File: config.mk
export PLATFORM = sky130hd
export DESIGN_NAME = ahpcr_regs
export DESIGN_NICKNAME = d
export VERILOG_FILES = /design/src/rtl/ahpcr_byte_reg.v /design/src/rtl/ahpcr_regs.v
export VERILOG_INCLUDE_DIRS = /design/src /design/src/rtl
export SDC_FILE = /design/constraint.sdc
export NUM_CORES = 1
export LEC_CHECK = 0
export BUFFER_PORTS_ARGS = -buffer_cell sky130_fd_sc_hd__buf_2
export CAP_MARGIN = 25
export CORE_ASPECT_RATIO = 0.7
export CORE_MARGIN = 4
export CORE_UTILIZATION = 50
export CTS_CLUSTER_SIZE = 14
export DETAILED_ROUTE_END_ITERATION = 6
export PLACE_DENSITY = 0.85
export SYNTH_ARGS = -nofsm -noshare
export SYNTH_HDL_FRONTEND = slang
export SYNTH_SLANG_ARGS = --single-unit
File: constraint.sdc
create_clock -name clk -period 2.1 [get_ports clk]
set_input_delay 0.105 -clock clk [delete_from_list [all_inputs] [get_ports clk]]
set_output_delay 0.105 -clock clk [all_outputs]
set_load 0.02 [all_outputs]
File: src/rtl/ahpcr_defines.vh
`ifndef AHPCR_DEFINES_VH
`define AHPCR_DEFINES_VH
// register addresses on page 1
`define AHPCR_ADDR_NUM1_LO 7'h4a
`define AHPCR_ADDR_DEN1_HI 7'h4b
`define AHPCR_ADDR_DEN1_LO 7'h4c
`define AHPCR_ADDR_RSVD_FIRST 7'h4d
`define AHPCR_ADDR_RSVD_LAST 7'h7f
// reset values
`define AHPCR_RST_NUM1_LO 8'h2d
`define AHPCR_RST_DEN1_HI 8'h00
`define AHPCR_RST_DEN1_LO 8'h7e
`define AHPCR_RST_NUM1_HI 8'h00
`define AHPCR_RST_RSVD 8'h00
`endif

File: src/rtl/ahpcr_byte_reg.v
`default_nettype none
module ahpcr_byte_reg #(
	parameter [7:0] RESET_VAL = 8'h00
) (
	// clock and reset
	input wire clk,
	input wire rstn,
	// write side
	input wire wr_en,
	input wire [7:0] wr_data,
	// value
	output reg [7:0] q
);
	always @(posedge clk) begin
		if (!rstn)
			q <= RESET_VAL;
		else if (wr_en)
			q <= wr_data;
	end
endmodule
`default_nettype wire

File: src/rtl/ahpcr_regs.v
// Behaviour
// coefficient is 16-bit two's complement from high and low bytes
// numerator-one low byte at address 74 resets to 0x2d
// denominator-one low byte at address 76 resets to 0x7e
// denominator-one high byte at address 75 is full read/write byte
// addresses 77 to 127 read zero; host never writes them
// host reaches all features through registers over strapped bus
// host should apply a hardware reset after power-up
// reset held low until all supplies are stable
// all timing comes from the master clock, set up before power-up
// stages come up powered down; host writes registers to enable
// denominator-one high byte resets to a fixed default of 0x00
`include "ahpcr_defines.vh"
`default_nettype none
module ahpcr_regs (
	// master clock and reset
	input wire clk,
	input wire rstn,

	// decoded page-1 register access from the control port
	input wire wr_en,
	input wire rd_en,
	input wire [6:0] addr,
	input wire [7:0] wr_data,
	output wire [7:0] rd_data,
	output wire rd_valid,

	// numerator-one high byte held by the neighbouring block
	input wire [7:0] num1_hi,

	// coefficients to the filter
	output wire signed [15:0] hpf_numerator_one,
	output wire signed [15:0] hpf_denominator_one,

	// stage enable, low out of reset
	output wire coeff_written
);

	////////////////////////////////////////////////////////////////
	// one-hot selects of the storage bytes
	localparam [2:0] SEL_NONE = 3'b000;
	localparam [2:0] SEL_NUM1_LO = 3'b001;
	localparam [2:0] SEL_DEN1_HI = 3'b010;
	localparam [2:0] SEL_DEN1_LO = 3'b100;

	////////////////////////////////////////////////////////////////
	// decode helpers; reg_select is shared by write and read paths, the others serve reads only

	// storage byte behind an address, none for unmapped ones
	function [2:0] reg_select;
		input [6:0] a;
		case (a)
		`AHPCR_ADDR_NUM1_LO: reg_select = SEL_NUM1_LO;
		`AHPCR_ADDR_DEN1_HI: reg_select = SEL_DEN1_HI;
		`AHPCR_ADDR_DEN1_LO: reg_select = SEL_DEN1_LO;
		default: reg_select = SEL_NONE;
		endcase
	endfunction

	// reserved tail of the page
	function in_reserved;
		input [6:0] a;
		in_reserved = (a >= `AHPCR_ADDR_RSVD_FIRST);
	endfunction

	// read data for a select; unmapped bytes read zero
	function [7:0] read_mux;
		input [2:0] sel;
		input [7:0] b_num1_lo;
		input [7:0] b_den1_hi;
		input [7:0] b_den1_lo;
		case (sel)
		SEL_NUM1_LO: read_mux = b_num1_lo;
		SEL_DEN1_HI: read_mux = b_den1_hi;
		SEL_DEN1_LO: read_mux = b_den1_lo;
		default: read_mux = `AHPCR_RST_RSVD;
		endcase
	endfunction

	////////////////////////////////////////////////////////////////
	// storage and control state
	wire [7:0] num1_lo;
	wire [7:0] den1_hi;
	wire [7:0] den1_lo;

	wire [2:0] wr_sel;
	wire [2:0] rd_sel;
	wire wr_num1_lo;
	wire wr_den1_hi;
	wire wr_den1_lo;
	wire wr_any;

	reg [7:0] rd_data_r;
	reg [7:0] rd_data_nxt;
	reg rd_valid_r;
	reg rd_valid_nxt;
	reg coeff_written_r;
	reg coeff_written_nxt;

	////////////////////////////////////////////////////////////////
	// writes; reserved range has no storage so writes are dropped
	assign wr_sel = wr_en ? reg_select(addr) : SEL_NONE;
	assign rd_sel = reg_select(addr);

	assign wr_num1_lo = wr_sel[0];
	assign wr_den1_hi = wr_sel[1];
	assign wr_den1_lo = wr_sel[2];
	assign wr_any = |wr_sel;

	ahpcr_byte_reg #(.RESET_VAL(`AHPCR_RST_NUM1_LO)) u_num1_lo (
		.clk(clk),
		.rstn(rstn),
		.wr_en(wr_num1_lo),
		.wr_data(wr_data),
		.q(num1_lo)
	);
	ahpcr_byte_reg #(.RESET_VAL(`AHPCR_RST_DEN1_HI)) u_den1_hi (
		.clk(clk),
		.rstn(rstn),
		.wr_en(wr_den1_hi),
		.wr_data(wr_data),
		.q(den1_hi)
	);
	ahpcr_byte_reg #(.RESET_VAL(`AHPCR_RST_DEN1_LO)) u_den1_lo (
		.clk(clk),
		.rstn(rstn),
		.wr_en(wr_den1_lo),
		.wr_data(wr_data),
		.q(den1_lo)
	);

	////////////////////////////////////////////////////////////////
	// coefficient assembly
	assign hpf_numerator_one = {num1_hi, num1_lo};
	assign hpf_denominator_one = {den1_hi, den1_lo};

	////////////////////////////////////////////////////////////////
	// reads, one cycle latency; data holds until the next read
	always @* begin
		rd_valid_nxt = rd_en;
		rd_data_nxt = rd_data_r;
		if (rd_en) begin
			if (in_reserved(addr)) begin
				rd_data_nxt = `AHPCR_RST_RSVD;
			end else begin

				rd_data_nxt = read_mux(rd_sel, num1_lo, den1_hi, den1_lo);
			end
		end
	end

	always @(posedge clk) begin
		if (!rstn) begin
			rd_data_r <= `AHPCR_RST_RSVD;
			rd_valid_r <= 1'b0;
		end else begin
			rd_data_r <= rd_data_nxt;
			rd_valid_r <= rd_valid_nxt;
		end
	end

	assign rd_data = rd_data_r;
	assign rd_valid = rd_valid_r;

	////////////////////////////////////////////////////////////////
	// stage stays off until the host programs a coefficient
	always @* begin
		coeff_written_nxt = coeff_written_r;
		if (wr_any) begin
			coeff_written_nxt = 1'b1;
		end
	end

	always @(posedge clk) begin
		if (!rstn) begin
			coeff_written_r <= 1'b0;
		end else begin
			coeff_written_r <= coeff_written_nxt;
		end
	end

	assign coeff_written = coeff_written_r;

endmodule
`default_nettype wire

==> flow_metrics.py, run 1 <==
metrics = {
    "route": {
        "routedWlPerCell_um": 16.4,
        "drtAntennaViolNets": 0,
        "drt_iter0_markers": 120,
        "firstDrtPassIters": 4,
        "viasPerCell": 5.85,
        "num_vias": 1415,
        "routed_wl_um": 3960,
        "route.detailed.drc": 0,
    },
    "timing": {
        "slew_headroom_pct": 63.3,
        "skew_ns": 0.00315,
        "worst_pin_slew_ns": 0.547,
        "final_max_slew_viol_count": 0,
        "fin_ws_ns": 1.06,
        "clock.fmax_mhz": 964,
        "tns_ns": 0,
        "setup_viol": 0,
        "period_share_pct": 49.4,
        "hold_violations": 0,
        "rsz0062_at_grt": "no",
        "period_needed_ns": 1.04,
    },
    "logic_synthesis": {
        "synth_nets": 195,
        "synth.ff_latch_count": 34,
        "syn_area_um2": 1600,
        "syn_inst": 168,
        "yosysUniqueCellTypes": 31,
        "yosysWarnings": 0,
        "ys_seq_area_share_pct": 42.4,
        "syn_area_per_cell_um2": 9.55,
    },
    "die": {
        "die_w_um": 75.7,
        "initial_core_util_pct": 54.9,
        "rows": 16,
        "coreArea_um2": 2920,
        "die_h_um": 55.4,
        "die_area_um2": 4190,
        "num_io_pins": 69,
    },
    "global_routing": {
        "overflow": 0,
        "antenna_found_initial": 0,
        "first_global_vias": 1256,
        "grt_max_degree": 30,
        "track_usage_pct": 19.6,
        "grt_pass1_wl_um": 6250,
    },
    "cts": {
        "clock-sinks": 34,
        "clk_latency_ns": 0.28,
        "cts_resized": 0,
        "postCtsSetupBuffers": 0,
        "root_buffer": "clkbuf_8",
        "cts-htree-levels": 2,
        "ctsHoldBuffers": 0,
        "clk_pin_slew_ns": 0.06,
        "cts_tree": "done",
        "numCtsBuffers": 5,
        "clock_path_buffers": 2,
    },
    "placement": {
        "dp_cells": 235,
        "gp_congestion": 0.794,
        "io_buffers": 52,
        "placed_cell_area_um2": 1780,
        "pre_cts_ws_ns": 0.808,
        "dpl.hpwl_um": 2910,
    },
    "flow_run": {
        "drv_cap": 0,
    },
    "worst_setup_path": {
        "critPathArrivalTime_ns": 1.18,
        "path_cells": "buf_2, nand4bb_1, o21ai_0, nand3_1",
        "crit_required_ns": 2.25,
        "start_kind": "input port",
        "cp_top_family": "simple AND/OR/NAND/NOR gates",
        "critical_path_buf_inv_count": 1,
        "crit_type": "input port to flop",
        "slowest_delay_ns": 0.53,
        "crit_start": "addr[4]",
        "path_max_fanout": 16,
        "worstReg2RegStart": "u_den1_hi.q[4]",
        "end_kind": "flop",
        "slowest_stage": "nand4bb_1",
    },
    "min_path": {
        "hp-class": "input port to flop",
        "hp-start": "wr_data[5]",
    },
    "pwr": {
        "power.density_nw_per_um2": 640,
        "p_leak_nw": 0.828,
        "vdd_ir_drop_max_v": 0.000338,
    },
    "layout": {
        "layout_common_cells": "buf_2, dfxtp_1, nand3_1, o21ai_0, a21boi_0",
        "final_util_pct": 63.4,
        "design_area_um2": 1850,
        "drive_gt1_share_pct": 29.6,
        "area_growth_pct": 15.6,
        "fill_cells": 260,
        "layout.cells.non_filler": 242,
        "layout.nets": 233,
        "diodes": 0,
        "layout_commonest_cell": "buf_2",
    },
    "status": {
        "status": "finished, final reports clean",
    },
}
## through the flow
step | hold WS (ns) | power, mW
floorplan | 0.247 | 0.745
global route | 0.0979 | 1.23
finish | 0.0895 | 1.19
CTS | 0.0829 | 1.20
global placement | 0.210 | 0.758
detailed placement | 0.210 | 0.758
## metal layers
layer / part of all wire, % / vias to the layer above / GRT usage, %
li1: - / 691 / -
met1: 46 / 644 / 30.1
met2: 42 / 73 / 24.4
met3: 11 / 7 / 6.70
met4: 1.5 / 0 / 7.48
met5: 0 / - / 0
## synth_stat cells
cell type  instances  area share [%]
nand4bb_1          2             1.4
buf_1              1            0.23
buf_6              2             1.4
o21ai_0           16             5.0
and3_1             1            0.39
nor2b_1            1            0.39
nand3_1           20             6.2
and4bb_2           1            0.78
a32o_1             1            0.62
nand2_1            4            0.94
nand4b_1           1            0.55
nand2b_1           1            0.39
o21a_1             1            0.47
a21boi_1           1            0.47
and2b_1            1            0.47
mux2i_1           10             6.2
a21boi_0          11             5.1
dfxtp_1           34              42
and4bb_1           1            0.78
buf_2              6             1.9
o211a_1            2             1.2
nand4_1            6             2.3
inv_1              6             1.4
buf_4             10             4.7
clkbuf_1           4            0.94
nor3b_4            1             1.2
o211ai_1           6             2.8
and2_1             1            0.39
a22o_1             7             3.8
and4b_1            1            0.62
o2bb2ai_1          8             4.4
## power breakdown
group	switching [mW]	leakage, nW	internal (mW)
Sequential	0.00142	0.275	0.648
Clock	0.213	0.0383	0.228
Combinational	0.0594	0.515	0.0367
## area by class of cell
| class | count | area (µm²) | share of cell area (%) |
|---|---|---|---|
| multi-input combinational | 105 | 754 | 40.7 |
| clock buffer | 7 | 76.3 | 4.12 |
| tap | 36 | 45.0 | 2.43 |
| sequential | 34 | 681 | 36.7 |
| timing repair buffer | 54 | 275 | 14.8 |
| inverter | 6 | 22.5 | 1.21 |
## final timing paths
check | slack (ns) | depth (start not counted) | to
setup reg to reg | 1.16 | 3 | rd_data[4]
hold reg to reg | 0.47 | 1 | coeff_written
hold / removal | 0.09 | 3 | u_num1_lo.q[5]
setup / recovery | 1.06 | 4 | u_num1_lo.q[0]
## cell families (layout without fill, tap and decap cells)
group                  Yosys count  count (layout)  share of synthesized area [%]
and+or+nand+nor                 42              42                           16.8
DFF                             34              34                           42.4
AOI/OAI and AO/OA               53              53                           23.9
buffers and inverters           29              67                           10.5
muxes                           10              10                           6.24
## state kept, by name, summed over array words and instances (netlist names)
signal / cells
rd_valid: 1
u_den1_hi.q: 8
coeff_written: 1
u_den1_lo.q: 8
rd_data: 8
u_num1_lo.q: 8
## worst min-delay path: stages
cell	delay [ns]
buf_2	0.10
nand3_1	0.06
nand3_1	0.07
No activity file was read; power rests on OpenSTA's default activity.
==> run 2: changes to the inputs <==
- ABC_AREA: default -> 1
- CORE_UTILIZATION: 50 -> 42
- PLACE_DENSITY: 0.85 -> 0.77
- clock period: 2.1 -> 0.95 ns (I/O delays scaled with it)
==> flow_metrics.py, run 2 <==
metrics = {
    "worst_setup_path": {
        "critPathArrivalTime_ns": 0.85,
        "crit_type": "flop to output pin",
        "cp_top_family": "flip-flops",
        "crit_required_ns": 0.90,
        "end_kind": "output pin",
        "path_max_fanout": 3,
        "slowest_delay_ns": 0.37,
        "start_kind": "flop",
        "slowest_stage": "dfxtp_1",
        "critical_path_buf_inv_count": 1,
        "path_cells": "buf_2",
    },
    "logic_synthesis": {
        "syn_inst": 205,
        "ys_seq_area_share_pct": 43.0,
        "yosysUniqueCellTypes": 19,
        "synth_nets": 232,
        "synth-main-ff-cell": "dfxtp_1",
        "ys_async_sr_fraction_pct": 0,
        "synth.top_cell.area_share_pct": 43.0,
        "synth.ff_latch_count": 34,
        "syn_area_per_cell_um2": 7.72,
        "synth_commonest_cells": "nand2_1, nand3_1, dfxtp_1, inv_1, a21oi_1",
        "yosys.area.top_type": "dfxtp_1",
        "yosys-top-cells-area": "dfxtp_1, nand3_1, nand2_1",
        "synth_edf_count": 0,
        "yosysWarnings": 0,
        "yosysMostFrequentCell": "nand2_1",
        "syn_area_um2": 1580,
    },
    "pwr": {
        "vdd_ir_drop_max_v": 0.000817,
        "p_leak_nw": 0.933,
        "power.density_nw_per_um2": 1460,
    },
    "timing": {
        "final_max_slew_viol_count": 0,
        "tns_ns": 0,
        "period_needed_ns": 0.896,
        "holdWs_ns": 0.00966,
        "setup_viol": 0,
        "rsz0062_at_grt": "no",
        "period_share_pct": 94.3,
        "worst_pin_slew_ns": 0.256,
        "hold_violations": 0,
        "clock.fmax_mhz": 1120,
        "skew_ns": 0.00420,
        "slew_headroom_pct": 82.9,
    },
    "route": {
        "firstDrtPassIters": 4,
        "drtAntennaViolNets": 0,
        "routed_wl_um": 4140,
        "routedWlPerCell_um": 13.2,
        "route.detailed.drc": 0,
        "drt_iter0_markers": 81,
        "num_vias": 1559,
        "viasPerCell": 4.95,
    },
    "die": {
        "coreArea_um2": 3580,
        "die_area_um2": 4830,
        "die_h_um": 59.4,
        "initial_core_util_pct": 44.2,
        "num_io_pins": 69,
        "rows": 18,
        "die_w_um": 81.4,
    },
    "global_routing": {
        "overflow": 0,
        "first_global_vias": 1396,
        "grt_pass1_wl_um": 6600,
        "track_usage_pct": 18.4,
        "antenna_found_initial": 0,
        "grt_max_degree": 18,
    },
    "layout": {
        "layout.cells.non_filler": 315,
        "diodes": 0,
        "design_area_um2": 2020,
        "layout.nets": 291,
        "area_growth_pct": 27.8,
        "drive_gt1_share_pct": 31.7,
        "layout_common_cells": "buf_2, nand2_1, nand3_1, dfxtp_1, inv_1",
        "layout_commonest_cell": "buf_2",
    },
    "cts": {
        "cts_tree": "done",
        "clock_path_buffers": 2,
        "clk_latency_ns": 0.29,
        "cts-htree-levels": 2,
        "clock-sinks": 34,
        "clk_pin_slew_ns": 0.07,
        "root_buffer": "clkbuf_8",
        "numCtsBuffers": 5,
        "postCtsSetupBuffers": 0,
    },
    "placement": {
        "dp_cells": 302,
        "io_buffers": 52,
        "placed_cell_area_um2": 1860,
        "gp_congestion": 0.890,
        "dpl.hpwl_um": 3070,
    },
    "status": {
        "status": "finished, final reports clean",
    },
    "min_path": {
        "hp-class": "input port to flop",
    },
    "flow_run": {
        "drv_cap": 0,
    },
}
run 2: cell count changes after synthesis, sizes merged, moves of 6 or more:
| cell | before | now |
|---|---|---|
| o211ai | 6 | 0 |
| nand3 | 20 | 46 |
| mux2i | 10 | 0 |
| nand4 | 6 | 0 |
| nand2 | 4 | 51 |
| a21boi | 12 | 0 |
| buf | 19 | 13 |
| a21oi | 0 | 20 |
| o21ai | 16 | 10 |
| inv | 6 | 18 |
| o2bb2ai | 8 | 0 |
| nor2 | 0 | 10 |
| a22o | 7 | 0 |
run 2: final timing paths:
check | endpoint | cells past startpoint | startpoint | slack [ns]
max | hpf_denominator_one[13] | 1 | u_den1_hi.q[5] | 0.05
min | u_den1_lo.q[6] | 3 | wr_data[6] | 0.01
max reg2reg | rd_data[3] | 4 | u_den1_lo.q[3] | 0.14
min reg2reg | rd_data[1] | 2 | rd_data[1] | 0.46
run 2: area by class of cell:
class | instances | area (µm²)
sequential | 34 | 681
fill | 350 | 1560
clock inverter | 1 | 30.0
tap | 50 | 62.6
timing repair buffer | 67 | 388
multi-input combinational | 137 | 709
inverter | 19 | 76.3
clock buffer | 7 | 76.3
run 2: through the flow:
| step | setup WS, ns | util (%) | total power, mW |
|---|---|---|---|
| after global routing | 0.0125 | 56.5 | 3.07 |
| after detailed placement | -0.167 | 52.1 | 1.68 |
| after floorplan | 0.0661 | - | 1.64 |
| after global placement | -0.121 | 52.1 | 1.68 |
| after CTS | 0.0537 | 56.4 | 2.98 |
| final | 0.0542 | 56.5 | 2.95 |
run 2: kinds of logic after synthesis:
logic type / Yosys count / share of synthesized area [%]
buf+inv: 34 / 12.2
compound gates: 30 / 10.7
flops: 34 / 43.0
simple gates: 107 / 34.2
run 2: worst reg2reg max path, cell delays in order (launching register included):
cell and delay [ns]:
dfxtp_1 0.37, nand3_1 0.09, nand3_1 0.11, nand2_1 0.07, a21oi_2 0.11
run 2: layer usage:
metal,share of wire (%),GRT usage (%),wire length [µm]
met2,42,27.4,1720
met5,0,0,0
met1,47,23.8,1930
met4,1.4,7.47,58
met3,10,7.45,435
run 2: timing repair:
item                                    4_1_cts  5_1_grt
endpoints found under the setup margin        0        1
endpoints found under the hold margin         8        0
hold buffers                                  5        0
gates resized for setup                       0        1
run 2: power breakdown:
part	total, mW	switching [mW]	internal (mW)
logic	0.228	0.140	0.0882
clock network	1.29	0.502	0.784
registers	1.44	0.00469	1.43
